## src/rtl/fpep_pkg.sv

```systemverilog
//----------------------------------------------------------------------
// Shared constants for the program/erase/protect block
//----------------------------------------------------------------------
package fpep_pkg;

  //--------------------------------------------------------------------
  // Register map (index; byte address is four times the index)
  //--------------------------------------------------------------------
  localparam int          AXI_AW       = 18;           // Bus address width
  localparam logic [15:0] CTRL_IDX     = 16'hfe08;     // Control register index
  localparam logic [15:0] PROT_IDX     = 16'hfe09;     // Protect start index

  //--------------------------------------------------------------------
  // Control field positions and reset values
  //--------------------------------------------------------------------
  localparam int          CTL_PGM      = 0;            // Program select
  localparam int          CTL_ERASE    = 1;            // Erase select
  localparam int          CTL_MASS     = 2;            // Whole-array select
  localparam int          CTL_HV       = 3;            // Charge pump enable
  localparam logic [7:0]  CTRL_RST     = 8'h00;        // Control after reset
  localparam logic [7:0]  PROT_RST     = 8'h00;        // Protect after reset

  //--------------------------------------------------------------------
  // Array geometry
  //--------------------------------------------------------------------
  localparam int          PAGE_LSB     = 9;            // 512-byte pages
  localparam int          ROW_LSB      = 6;            // 64-byte rows
  localparam logic [15:0] OPT_BYTE     = 16'hffcf;     // Option byte address
  localparam logic [15:0] VEC_TOP      = 16'hffff;     // Last vector byte
  localparam logic [7:0]  ERASED_BYTE  = 8'hff;        // Erased cells read one

  //--------------------------------------------------------------------
  // Protect-start decode points
  //--------------------------------------------------------------------
  localparam logic [7:0]  PROT_ALL_MAX = 8'h09;        // Start below array
  localparam logic [7:0]  PROT_VEC_MIN = 8'hfc;        // Only fixed region
  localparam logic [7:0]  PROT_NONE    = 8'hff;        // No block protection

  //--------------------------------------------------------------------
  // Bus responses
  //--------------------------------------------------------------------
  localparam logic [1:0]  RESP_OKAY    = 2'b00;
  localparam logic [1:0]  RESP_SLVERR  = 2'b10;

  //--------------------------------------------------------------------
  // Sequence tracker states
  //--------------------------------------------------------------------
  typedef enum logic [1:0] {
    SQ_IDLE,                                           // No operation selected
    SQ_SEL,                                            // Selected, no address yet
    SQ_LATCHED                                         // Target address latched
  } fpep_seq_t;

endpackage : fpep_pkg

```

## src/rtl/fpep_top.sv

```systemverilog
// Chosen here: the AXI4-Lite register port.
`timescale 1ns/1ps

// Functional notes
// - Erased bits read one, programmed zero
// - Page erase removes 512 bytes minimum
// - Pump enable needs select and order
// - Whole-array bit picks mass or page
// - Erase and program selects never both
// - Erased page aligned, holds latched address
// - Page erase keeps the vector region
// - Rows of 64; select enables latching
// - Protected target refuses pump enable
// - Option byte and vectors protected except from mass erase
// - Protect bits form start address high
// - All ones disables block protection
// - Low values protect all; FC-FE fixed
// - Control bit layout, upper bits zero
module fpep_top
  import fpep_pkg::*;
(
  input  wire logic                          aclk,
  input  wire logic                          aresetn,
  input  wire logic [fpep_pkg::AXI_AW-1:0]   s_axi_awaddr,
  input  wire logic [2:0]                    s_axi_awprot,
  input  wire logic                          s_axi_awvalid,
  output      logic                          s_axi_awready,
  input  wire logic [31:0]                   s_axi_wdata,
  input  wire logic [3:0]                    s_axi_wstrb,
  input  wire logic                          s_axi_wvalid,
  output      logic                          s_axi_wready,
  output      logic [1:0]                    s_axi_bresp,
  output      logic                          s_axi_bvalid,
  input  wire logic                          s_axi_bready,
  input  wire logic [fpep_pkg::AXI_AW-1:0]   s_axi_araddr,
  input  wire logic [2:0]                    s_axi_arprot,
  input  wire logic                          s_axi_arvalid,
  output      logic                          s_axi_arready,
  output      logic [31:0]                   s_axi_rdata,
  output      logic [1:0]                    s_axi_rresp,
  output      logic                          s_axi_rvalid,
  input  wire logic                          s_axi_rready,
  input  wire logic                          mem_wr,
  input  wire logic [15:0]                   mem_addr,
  input  wire logic [7:0]                    mem_wdata,
  output      logic                          charge_pump_on,
  output      logic                          nv_page_erase,
  output      logic                          nv_mass_erase,
  output      logic                          nv_keep_vectors,
  output      logic [15:0]                   nv_erase_base,
  output      logic [7:0]                    nv_erase_fill,
  output      logic                          nv_prog_stb,
  output      logic [15:0]                   nv_prog_addr,
  output      logic [7:0]                    nv_prog_data,
  output      logic                          seq_latched
);

  //--------------------------------------------------------------------
  // State
  //--------------------------------------------------------------------
  logic              aw_got_r;                 // Write address held
  logic              w_got_r;                  // Write data held
  logic [15:0]       aw_idx_r;                 // Held write index
  logic [7:0]        w_byte_r;                 // Held write low byte
  logic              w_lane_r;                 // Low byte lane enabled
  logic              bvalid_r;                 // Write response pending
  logic [1:0]        bresp_r;                  // Write response code
  logic              rvalid_r;                 // Read data pending
  logic [7:0]        rdata_r;                  // Read data byte
  logic [1:0]        rresp_r;                  // Read response code
  logic              pgm_r;                    // Program select
  logic              erase_r;                  // Erase select
  logic              mass_r;                   // Whole-array select
  logic              hv_r;                     // Charge pump enable
  logic [7:0]        prot_r;                   // Protect start bits
  fpep_seq_t         seq_r;                    // Sequence tracker
  fpep_seq_t         seq_nxt;
  logic [15:0]       lat_addr_r;               // Latched target address
  logic              prog_stb_r;               // Program strobe
  logic [15:0]       prog_addr_r;              // Program address
  logic [7:0]        prog_data_r;              // Program data

  //--------------------------------------------------------------------
  // Bus write decode
  //--------------------------------------------------------------------
  wire        aw_take   = s_axi_awvalid & s_axi_awready;
  wire        w_take    = s_axi_wvalid & s_axi_wready;
  // Both halves present this cycle, either held or arriving now
  wire        aw_have   = aw_got_r | aw_take;
  wire        w_have    = w_got_r | w_take;
  wire        wr_fire   = aw_have & w_have & ~bvalid_r;
  wire [15:0] wr_idx    = aw_got_r ? aw_idx_r : s_axi_awaddr[AXI_AW-1:2];
  wire [7:0]  wr_byte   = w_got_r ? w_byte_r : s_axi_wdata[7:0];
  wire        wr_lane   = w_got_r ? w_lane_r : s_axi_wstrb[0];
  wire        wr_ctrl   = wr_fire & (wr_idx == CTRL_IDX);
  wire        wr_prot   = wr_fire & (wr_idx == PROT_IDX);
  wire        wr_hit    = (wr_idx == CTRL_IDX) | (wr_idx == PROT_IDX);
  wire        ctl_we    = wr_ctrl & wr_lane;
  wire        prot_we   = wr_prot & wr_lane;

  //--------------------------------------------------------------------
  // Bus read decode
  //--------------------------------------------------------------------
  wire        ar_take   = s_axi_arvalid & s_axi_arready;
  wire [15:0] rd_idx    = s_axi_araddr[AXI_AW-1:2];
  wire        rd_ctrl   = rd_idx == CTRL_IDX;
  wire        rd_prot   = rd_idx == PROT_IDX;
  // Upper control bits are unimplemented and read as zero
  wire [7:0]  ctrl_view = {4'h0, hv_r, mass_r, erase_r, pgm_r};
  wire [7:0]  rd_byte   = rd_ctrl ? ctrl_view : (rd_prot ? prot_r : 8'h00);

  //--------------------------------------------------------------------
  // Protection decode
  //--------------------------------------------------------------------
  // Protect bits 7..1 give address bits 15..9, lower bits zero
  wire [15:0] prot_start = {prot_r[7:1], 9'h000};
  // Bit zero only matters for the all-ones value
  wire        prot_off   = prot_r == PROT_NONE;
  // Start below the array means everything is covered
  wire        prot_all   = prot_r <= PROT_ALL_MAX;
  wire        prot_fixed = ~prot_off & (prot_r >= PROT_VEC_MIN);

  // Fixed region: option byte and the vectors above it
  function automatic logic fixed_zone(input logic [15:0] a);
    fixed_zone = (a >= OPT_BYTE) & (a <= VEC_TOP);
  endfunction : fixed_zone

  // Range set by the protect bits, not counting the fixed region
  function automatic logic block_zone(input logic [15:0] a,
                                      input logic        off,
                                      input logic        all,
                                      input logic        fixd,
                                      input logic [15:0] start);
    // Off wins, then cover-all, then fixed-only, else from the start up
    block_zone = ~off & (all | (~fixd & (a >= start)));
  endfunction : block_zone

  // Latched target against the protected range
  wire lat_block = block_zone(lat_addr_r, prot_off, prot_all, prot_fixed, prot_start);
  // Byte write target against the protected range
  wire mem_block = block_zone(mem_addr, prot_off, prot_all, prot_fixed, prot_start);
  // Program may never touch the fixed region; erase clears it by mass only
  wire lat_refuse_pgm   = lat_block | fixed_zone(lat_addr_r);
  wire lat_refuse_erase = lat_block | (fixed_zone(lat_addr_r) & ~mass_r);

  //--------------------------------------------------------------------
  // Control register next value
  //--------------------------------------------------------------------
  wire wr_pgm   = wr_byte[CTL_PGM];
  wire wr_erase = wr_byte[CTL_ERASE];
  wire wr_mass  = wr_byte[CTL_MASS];
  wire wr_hv    = wr_byte[CTL_HV];

  // Asking for both selects at once leaves neither set
  wire pgm_nxt   = ctl_we ? (wr_pgm & ~wr_erase) : pgm_r;
  wire erase_nxt = ctl_we ? (wr_erase & ~wr_pgm) : erase_r;
  wire mass_nxt  = ctl_we ? wr_mass : mass_r;

  // A changed selection restarts address latching
  wire sel_any  = pgm_nxt | erase_nxt;
  wire sel_chg  = (pgm_nxt != pgm_r) | (erase_nxt != erase_r) |
                  (mass_nxt != mass_r);

  // Pump may only come on for a select already held and latched
  wire hv_mode_ok = (wr_pgm & pgm_r & pgm_nxt & ~lat_refuse_pgm) |
                    (wr_erase & erase_r & erase_nxt & ~lat_refuse_erase);
  // A mode change in the same write would skip the latch step
  wire hv_set_ok  = hv_mode_ok & ~sel_chg & (seq_r == SQ_LATCHED);
  // Clearing is always honoured; setting needs the checks above
  wire hv_nxt     = ctl_we ? (wr_hv & (hv_r | hv_set_ok)) : hv_r;

  //--------------------------------------------------------------------
  // Sequence tracker
  //--------------------------------------------------------------------
  // Follows the select and latch steps
  always_comb
  begin
    seq_nxt = seq_r;
    case (seq_r)
      // Waiting for a select bit
      SQ_IDLE:    seq_nxt = sel_any ? SQ_SEL : SQ_IDLE;
      // First array write picks the target
      SQ_SEL:     seq_nxt = !sel_any ? SQ_IDLE :
                            ((mem_wr && !sel_chg) ? SQ_LATCHED : SQ_SEL);
      // Held until the select is dropped or changed
      SQ_LATCHED: seq_nxt = !sel_any ? SQ_IDLE : (sel_chg ? SQ_SEL : SQ_LATCHED);
      default:    seq_nxt = SQ_IDLE;
    endcase
  end

  // Latch happens on the step-two write only
  wire lat_take = (seq_r == SQ_SEL) & (seq_nxt == SQ_LATCHED);

  //--------------------------------------------------------------------
  // Row programming
  //--------------------------------------------------------------------
  // Bytes outside the latched row are dropped, as are protected ones
  wire same_row = mem_addr[15:ROW_LSB] == lat_addr_r[15:ROW_LSB];
  wire prog_go  = mem_wr & hv_r & pgm_r & (seq_r == SQ_LATCHED) &
                  same_row & ~mem_block & ~fixed_zone(mem_addr);

  //--------------------------------------------------------------------
  // Bus channel processes
  //--------------------------------------------------------------------
  // Holds address and data halves until both are present
  always_ff @(posedge aclk)
  begin
    if (!aresetn)
    begin
      aw_got_r <= 1'b0;
      w_got_r  <= 1'b0;
      aw_idx_r <= 16'h0000;
      w_byte_r <= 8'h00;
      w_lane_r <= 1'b0;
    end
    else
    begin
      aw_got_r <= aw_have & ~wr_fire;
      w_got_r  <= w_have & ~wr_fire;
      if (aw_take)
      begin
        aw_idx_r <= s_axi_awaddr[AXI_AW-1:2];
      end
      if (w_take)
      begin
        w_byte_r <= s_axi_wdata[7:0];
        w_lane_r <= s_axi_wstrb[0];
      end
    end
  end

  // Write response; unmapped index answers with slave error
  always_ff @(posedge aclk)
  begin
    if (!aresetn)
    begin
      bvalid_r <= 1'b0;
      bresp_r  <= RESP_OKAY;
    end
    else if (wr_fire)
    begin
      bvalid_r <= 1'b1;
      bresp_r  <= wr_hit ? RESP_OKAY : RESP_SLVERR;
    end
    else if (s_axi_bready)
    begin
      bvalid_r <= 1'b0;
    end
  end

  // Read answer one cycle after the address is taken
  always_ff @(posedge aclk)
  begin
    if (!aresetn)
    begin
      rvalid_r <= 1'b0;
      rdata_r  <= 8'h00;
      rresp_r  <= RESP_OKAY;
    end
    else if (ar_take)
    begin
      rvalid_r <= 1'b1;
      rdata_r  <= rd_byte;
      rresp_r  <= (rd_ctrl | rd_prot) ? RESP_OKAY : RESP_SLVERR;
    end
    else if (s_axi_rready)
    begin
      rvalid_r <= 1'b0;
    end
  end

  //--------------------------------------------------------------------
  // Control and protect registers
  //--------------------------------------------------------------------
  // Software view; pump bit is the only timing source
  always_ff @(posedge aclk)
  begin
    if (!aresetn)
    begin
      pgm_r   <= CTRL_RST[CTL_PGM];
      erase_r <= CTRL_RST[CTL_ERASE];
      mass_r  <= CTRL_RST[CTL_MASS];
      hv_r    <= CTRL_RST[CTL_HV];
      prot_r  <= PROT_RST;
    end
    else
    begin
      pgm_r   <= pgm_nxt;
      erase_r <= erase_nxt;
      mass_r  <= mass_nxt;
      hv_r    <= hv_nxt;
      if (prot_we)
      begin
        prot_r <= wr_byte;
      end
    end
  end

  // Tracker state and latched target
  always_ff @(posedge aclk)
  begin
    if (!aresetn)
    begin
      seq_r      <= SQ_IDLE;
      lat_addr_r <= 16'h0000;
    end
    else
    begin
      seq_r <= seq_nxt;
      if (lat_take)
      begin
        lat_addr_r <= mem_addr;
      end
    end
  end

  // Program strobe with its address and data, one cycle per byte
  always_ff @(posedge aclk)
  begin
    if (!aresetn)
    begin
      prog_stb_r  <= 1'b0;
      prog_addr_r <= 16'h0000;
      prog_data_r <= ERASED_BYTE;
    end
    else
    begin
      prog_stb_r <= prog_go;
      if (prog_go)
      begin
        prog_addr_r <= mem_addr;
        // Zero bits are the ones the cell gets programmed to
        prog_data_r <= mem_wdata;
      end
    end
  end

  //--------------------------------------------------------------------
  // Outputs
  //--------------------------------------------------------------------
  assign s_axi_awready   = ~aw_got_r & ~bvalid_r;
  assign s_axi_wready    = ~w_got_r & ~bvalid_r;
  assign s_axi_bvalid    = bvalid_r;
  assign s_axi_bresp     = bresp_r;
  assign s_axi_arready   = ~rvalid_r;
  assign s_axi_rvalid    = rvalid_r;
  assign s_axi_rresp     = rresp_r;
  assign s_axi_rdata     = {24'h00_0000, rdata_r};

  assign charge_pump_on  = hv_r;
  // Erase runs while pump and erase select are both on
  assign nv_mass_erase   = hv_r & erase_r & mass_r;
  assign nv_page_erase   = hv_r & erase_r & ~mass_r;
  // Page base: target address with the low nine bits cleared
  assign nv_erase_base   = {lat_addr_r[15:PAGE_LSB], 9'h000};
  // Page erase always spares the fixed region
  assign nv_keep_vectors = ~mass_r;
  assign nv_erase_fill   = ERASED_BYTE;
  assign nv_prog_stb     = prog_stb_r;
  assign nv_prog_addr    = prog_addr_r;
  assign nv_prog_data    = prog_data_r;
  assign seq_latched     = seq_r == SQ_LATCHED;

endmodule : fpep_top

```

## config.mk

```make
export PLATFORM = sky130hd
export DESIGN_NAME = fpep_top
export DESIGN_NICKNAME = d
export VERILOG_FILES = /design/src/rtl/fpep_pkg.sv /design/src/rtl/fpep_top.sv
export SDC_FILE = /design/constraint.sdc
export NUM_CORES = 1
export LEC_CHECK = 0
export ABC_CLOCK_PERIOD_IN_PS = 2850
export BUFFER_PORTS_ARGS = -buffer_cell sky130_fd_sc_hd__buf_2
export CORE_ASPECT_RATIO = 0.8
export CORE_UTILIZATION = 45
export DETAILED_ROUTE_END_ITERATION = 10
export HOLD_SLACK_MARGIN = 0.1
export PLACE_DENSITY = 0.83
export SLEW_MARGIN = 20
export SYNTH_ARGS = -nofsm -noshare
export SYNTH_HDL_FRONTEND = slang
export SYNTH_SLANG_ARGS = --single-unit
```

## constraint.sdc

```tcl
create_clock -name aclk -period 2.85 [get_ports aclk]
set_input_delay 0.57 -clock aclk [delete_from_list [all_inputs] [get_ports aclk]]
set_output_delay 0.57 -clock aclk [all_outputs]
set_load 0.1 [all_outputs]
```

==> impl_metrics.csv, run 1 <==
group,metric,value,unit
grt,antenna_found_initial,0,
floorplan,coreArea,0.0109,mm²
drt,wl,11800,µm
critical_path,crit_slowest_cell,"dfxtp_1",
floorplan,die_h,97.0,µm
grt,gr-usage-met1,0.257,
critical_path,critPathCaptureType,"register",
synthesis,syn_avg_cell_area,9.16,µm²
sta,tightest_slew,0.820,ns
synthesis,ys.warnings.count,0,
sta,rsz0062_at_grt,"no",
drt,wl_per_cell,14.5,µm
floorplan,die_area,0.0117,mm²
clocking,post-cts-setup-buffer-count,0,
worst_hold_path,hp-class,"input pin to register",
clocking,path_clk_slew,0.06,ns
layout,multi_input_comb_area,0.00283,mm²
drt,dr.pass1.iters,5,
synthesis,synth_seq_cells,94,
placed_design,hpwl,9050,µm
sta,whs,0.447,ns
power,ir_drop,0.331,mV
grt,grt_pass1_vias,3997,
sta,finalSetupViolCount,0,
clocking,clock-sinks,94,
layout,seq_area,0.00188,mm²
sta,slew_viol_final,0,
critical_path,cp.arrival,2.77,ns
grt,gr-usage-met2,0.335,
critical_path,cp_data_required_time,3.07,ns
power,p_per_area,554,mW/mm²
layout,antennaDiodeCount,0,
critical_path,cp_max_fo,24,
sta,fin_worst_skew,0.00976,ns
floorplan,ios,205,
critical_path,crit_buf_inv,2,
sta,timing.final.crit_share,0.897,
synthesis,synth.distinct_cells,58,
clocking,cts_buffers,9,
grt,grt_max_degree,39,
critical_path,start_kind,"register",
clocking,holdBufCountCts,0,
sta,slew_headroom,0.439,
sta,fin_tns_setup,0,ns
clocking,cts_resized,0,
layout,final_common_cell,"buf_2",
sta,timing.fmax,0.391,GHz
sta,period_needed,2.56,ns
layout,final_cell_mix,"124 x buf_2, 94 x dfxtp_1, 77 x nand2_1",
critical_path,path_class,"register to register",
floorplan,die_w,121,µm
drt,routed-via-count,4227,
outcome,status,"completed",
drt,first_iter_violations,260,
run,drv_cap,0,
layout,drive_above_1_share,0.258,
grt,grt_pass1_wl,19100,µm
synthesis,syn-cell-area,0.00508,mm²
clocking,htreeDepth,3,
clocking,clk_latency,0.35,ns
grt,grt_usage,0.205,
layout,nets,790,
placed_design,gp_congestion,0.874,
critical_path,max_stage_delay,0.46,ns
grt,grt-busiest-layer,"met2",
placed_design,dp_slack,0.104,ns
critical_path,crit_chain,"inv_1 -> ha_1 -> a21o_1 -> a211oi_1 -> o211ai_1 -> a2111oi_4 -> buf_12 -> mux2i_1 -> nand2_1",
critical_path,critical_path.top_delay_family,"compound AO/OA/AOI/OAI gates",
drt,ant_nets,0,
floorplan,initial_core_util,0.465,
sta,hold_viol_final,0,
clocking,cts_buffer_depth,2,
clocking,tritoncts,"built",
layout,design_area,0.00599,mm²
power,p_leak,2.64,nW
layout,areaGrowthSynthToFinish,17.8,%
grt,use_met3,0.0507,
clocking,root_buffer,"clkbuf_16",
placed_design,io_buffers,124,
synthesis,synth_edf_count,0,
synthesis,async_flop_share,0,
synthesis,ys_seq_area_frac,0.370,
placed_design,placed_area,0.00565,mm²
grt,overflow,0,
synthesis,synth_cells,555,
synthesis,yosys_most_used_dff,"dfxtp_1",
floorplan,rows,34,
drt,drcViolationCount,0,
layout,n_fill_cell,977,
sta,fin_ws,0.295,ns
drt,vias_per_cell,5.19,
==> cell type report <==
class,instances,share of cell area
clock buffers,11,0.0422
clock inverters,5,0.0136
inverters,14,0.00940
multi-input cells,415,0.473
flip-flops and latches,94,0.314
well taps,144,0.0301
repair buffers,132,0.118
==> synthesized netlist by cell type, types with 3 or more instances <==
cell | instances | area, µm²
ha_1 | 14 | 175
nor2_1 | 19 | 71.3
and3_1 | 4 | 25.0
nor4_1 | 5 | 31.3
a21oi_1 | 4 | 20.0
nand4b_1 | 4 | 35.0
clkbuf_1 | 17 | 63.8
nand2_1 | 77 | 289
mux2i_1 | 56 | 561
o211a_1 | 3 | 30.0
or4_1 | 4 | 30.0
nor2b_1 | 49 | 307
dfxtp_1 | 94 | 1880
nor3_1 | 6 | 30.0
xor2_1 | 7 | 61.3
a21boi_0 | 29 | 218
and2_1 | 8 | 50.1
xnor2_1 | 6 | 52.6
nand3b_1 | 3 | 22.5
mux2_2 | 10 | 113
buf_4 | 50 | 375
o21ai_0 | 11 | 55.1
nand4_1 | 10 | 62.6
nand3_1 | 5 | 25.0
inv_1 | 14 | 52.6
nor4b_1 | 4 | 35.0
a22oi_1 | 4 | 30.0
==> stage by stage <==
stage | cells | power, mW | util
floorplan | 596 | 1.95 | -
global placement | 799 | 2.01 | 0.517
detailed placement | 799 | 2.03 | 0.517
CTS | 815 | 3.34 | 0.548
global route | 815 | 3.45 | 0.548
finish | 815 | 3.32 | 0.548
==> path summary, 6_finish.rpt <==
check	depth (start not counted)	endpoint	from	slack, ns
setup reg to reg	9	nv_prog_data[0]	prot_r[5]	0.29
setup / recovery	9	nv_prog_data[0]	prot_r[5]	0.29
hold reg to reg	2	aw_idx_r[8]	aw_idx_r[8]	0.46
hold / removal	3	nv_prog_data[2]	mem_wdata[2]	0.45
==> worst reg2reg max path: stages (launching register included) <==
cell and delay (ns):
dfxtp_1 0.46, inv_1 0.10, ha_1 0.30, a21o_1 0.16, a211oi_1 0.28, o211ai_1 0.21, a2111oi_4 0.39, buf_12 0.25
mux2i_1 0.23, nand2_1 0.07
==> registers in the layout (all words and copies together) (netlist names), 2 cells and up <==
| name | cells |
|---|---|
| rdata_r | 8 |
| nv_prog_addr | 16 |
| prot_r | 8 |
| nv_prog_data | 8 |
| seq_r | 2 |
| aw_idx_r | 16 |
| w_byte_r | 8 |
| lat_addr_r | 16 |
==> metal layers <==
layer  share of wire  up-vias
met2            0.47      183
li1                -     2046
met3           0.060       21
met5               0        -
met1            0.45     1977
met4           0.018        0
==> cell families after synthesis <==
| group | Yosys count | synth area share |
|---|---|---|
| compound gates | 71 | 0.111 |
| buf+inv | 87 | 0.106 |
| xor+xnor | 13 | 0.0224 |
| simple gates | 206 | 0.215 |
| other cells | 2 | 0.00148 |
| mux | 68 | 0.140 |
| fa+ha+maj | 14 | 0.0345 |
| flops | 94 | 0.370 |
==> report_power, final <==
| part | leakage, nW | total [mW] | internal, mW | switching (mW) |
|---|---|---|---|---|
| Sequential | 0.762 | 1.37 | 1.35 | 0.0251 |
| Clock | 0.162 | 1.32 | 0.816 | 0.500 |
| Combinational | 1.72 | 0.628 | 0.137 | 0.491 |
| Total | 2.64 | 3.32 | 2.30 | 1.02 |
(Power assumes the default switching activity.)
==> run 2, diff against run 1 <==
--- a/config.mk
+++ b/config.mk
@@ -11,7 +11,7 @@
 export CORE_UTILIZATION = 45
 export DETAILED_ROUTE_END_ITERATION = 10
 export HOLD_SLACK_MARGIN = 0.1
-export PLACE_DENSITY = 0.83
+export PLACE_DENSITY = 0.75
 export SLEW_MARGIN = 20
 export SYNTH_ARGS = -nofsm -noshare
 export SYNTH_HDL_FRONTEND = slang
==> run 2 against run 1 <==
  * Cell count fell by 0.25%
  * Critical path depth stayed put
  * Utilization shrank 0.057 points
  * Maximum frequency rose by 0.15%
  * Global-route usage down 0.43 points
  * Hold slack lost 0.0020 ns
  * Die area unchanged
  * Sequential cell count stayed put
  * Via count shrank 1.3%
  * Register-to-register slack barely moved
  * Sequential power about the same
==> impl_metrics.csv, run 2 (synthesis gave the netlist of run 1 again) <==
group,metric,value,unit
outcome,status,"completed",
floorplan,coreArea,0.0109,mm²
worst_hold_path,hp-class,"input pin to register",
run,drv_cap,0,
critical_path,path_class,"register to register",
placed_design,placed_area,0.00566,mm²
grt,overflow,0,
sta,tightest_slew,0.788,ns
critical_path,start_kind,"register",
sta,rsz0062_at_grt,"no",
power,p_per_area,551,mW/mm²
critical_path,critPathCaptureType,"register",
grt,grt_pass1_wl,18800,µm
placed_design,gp_congestion,0.870,
floorplan,die_w,121,µm
sta,period_needed,2.55,ns
drt,first_iter_violations,235,
drt,drcViolationCount,0,
clocking,cts_buffers,9,
grt,antenna_found_initial,0,
placed_design,hpwl,8730,µm
clocking,clock-sinks,94,
layout,nets,789,
floorplan,die_area,0.0117,mm²
floorplan,initial_core_util,0.465,
clocking,path_clk_slew,0.06,ns
sta,slew_viol_final,0,
clocking,cts_resized,0,
sta,timing.final.crit_share,0.895,
sta,timing.fmax,0.392,GHz
critical_path,cp_data_required_time,3.07,ns
grt,grt_pass1_vias,3957,
critical_path,max_stage_delay,0.44,ns
layout,n_fill_cell,1008,
clocking,clk_latency,0.34,ns
clocking,post-cts-setup-buffer-count,0,
layout,design_area,0.00598,mm²
power,p_total,3.29,mW
layout,final_cell_mix,"124 x buf_2, 94 x dfxtp_1, 77 x nand2_1",
layout,final_common_cell,"buf_2",
floorplan,rows,34,
drt,wl,11500,µm
sta,fin_tns_setup,0,ns
sta,finalSetupViolCount,0,
placed_design,io_buffers,124,
floorplan,die_h,97.0,µm
drt,ant_nets,0,
power,p_leak,2.64,nW
critical_path,rrSetupSlack,0.30,ns
critical_path,cp.arrival,2.77,ns
clocking,htreeDepth,3,
layout,areaGrowthSynthToFinish,17.7,%
drt,dr.pass1.iters,4,
sta,slew_headroom,0.461,
drt,vias_per_cell,5.13,
drt,wl_per_cell,14.1,µm
layout,drive_above_1_share,0.256,
floorplan,ios,205,
grt,grt_max_degree,77,
clocking,holdBufCountCts,0,
layout,antennaDiodeCount,0,
clocking,root_buffer,"clkbuf_16",
critical_path,cp_max_fo,24,
grt,grt_usage,0.201,
clocking,cts_buffer_depth,2,
drt,routed-via-count,4172,
critical_path,crit_chain,"inv_1 -> ha_1 -> a21o_1 -> a211oi_1 -> o211ai_1 -> a2111oi_4 -> buf_12 -> mux2i_1 -> nand2_1",
sta,hold_viol_final,0,
critical_path,crit_slowest_cell,"dfxtp_1",
power,ir_drop,0.335,mV
clocking,tritoncts,"built",
sta,fin_worst_skew,0.00717,ns
==> run 2: cell types whose count changed in the layout (fill, tap and decap cells not counted) <==
cell	delta
buf_4	-2
buf_12	+1
clkinv_2	+1
clkinv_4	-1
clkinvlp_4	-1
==> run 2: where the power goes <==
part	leakage, nW	internal (mW)	switching (mW)
Sequential	0.762	1.35	0.0243
Clock	0.161	0.808	0.483
Combinational	1.72	0.138	0.491
Total	2.64	2.30	0.997
==> run 2: per-layer routing <==
layer,vias to the layer above,share of wire,global-route usage
met1,1951,0.47,0.262
met5,-,0,0
met4,0,0.012,0.0617
met3,11,0.063,0.0501
li1,2051,-,-
met2,159,0.45,0.326
==> run 2: final timing paths <==
check	from	end	depth (start not counted)
setup / recovery	prot_r[5]	nv_prog_data[4]	9
hold / removal	mem_wdata[1]	nv_prog_data[1]	3
setup reg to reg	prot_r[5]	nv_prog_data[4]	9
hold reg to reg	aw_idx_r[8]	aw_idx_r[8]	2
==> run 2: per-stage QoR <==
step | hold WS (ns) | util | worst slack (ns) | cells
6_report | 0.445 | 0.547 | 0.298 | 813
5_1_grt | 0.444 | 0.547 | 0.148 | 813
4_1_cts | 0.432 | 0.547 | 0.313 | 813
3_5_place_dp | 0.455 | 0.518 | 0.131 | 798
3_3_place_gp | 0.445 | 0.518 | 0.186 | 798
2_1_floorplan | 0.438 | - | 0.000481 | 596
==> run 2: critical path, delay by kind of cell (launching register included) <==
| family | cells | cell delay (ns) |
|---|---|---|
| and+or+nand+nor | 1 | 0.06 |
| buffers and inverters | 2 | 0.35 |
| muxes | 1 | 0.22 |
| AOI/OAI and AO/OA | 4 | 1.04 |
| DFF | 1 | 0.44 |
| adders and majority gates | 1 | 0.30 |
==> run 2: cell type report <==
class                   count  area [µm²]  area share
multi-input cells         415        2830       0.473
flip-flops and latches     94        1880       0.315
repair buffers            131         711       0.119
clock buffers              11         253      0.0423
well taps                 144         180      0.0301
clock inverters             4        70.1      0.0117
inverters                  14        56.3     0.00941
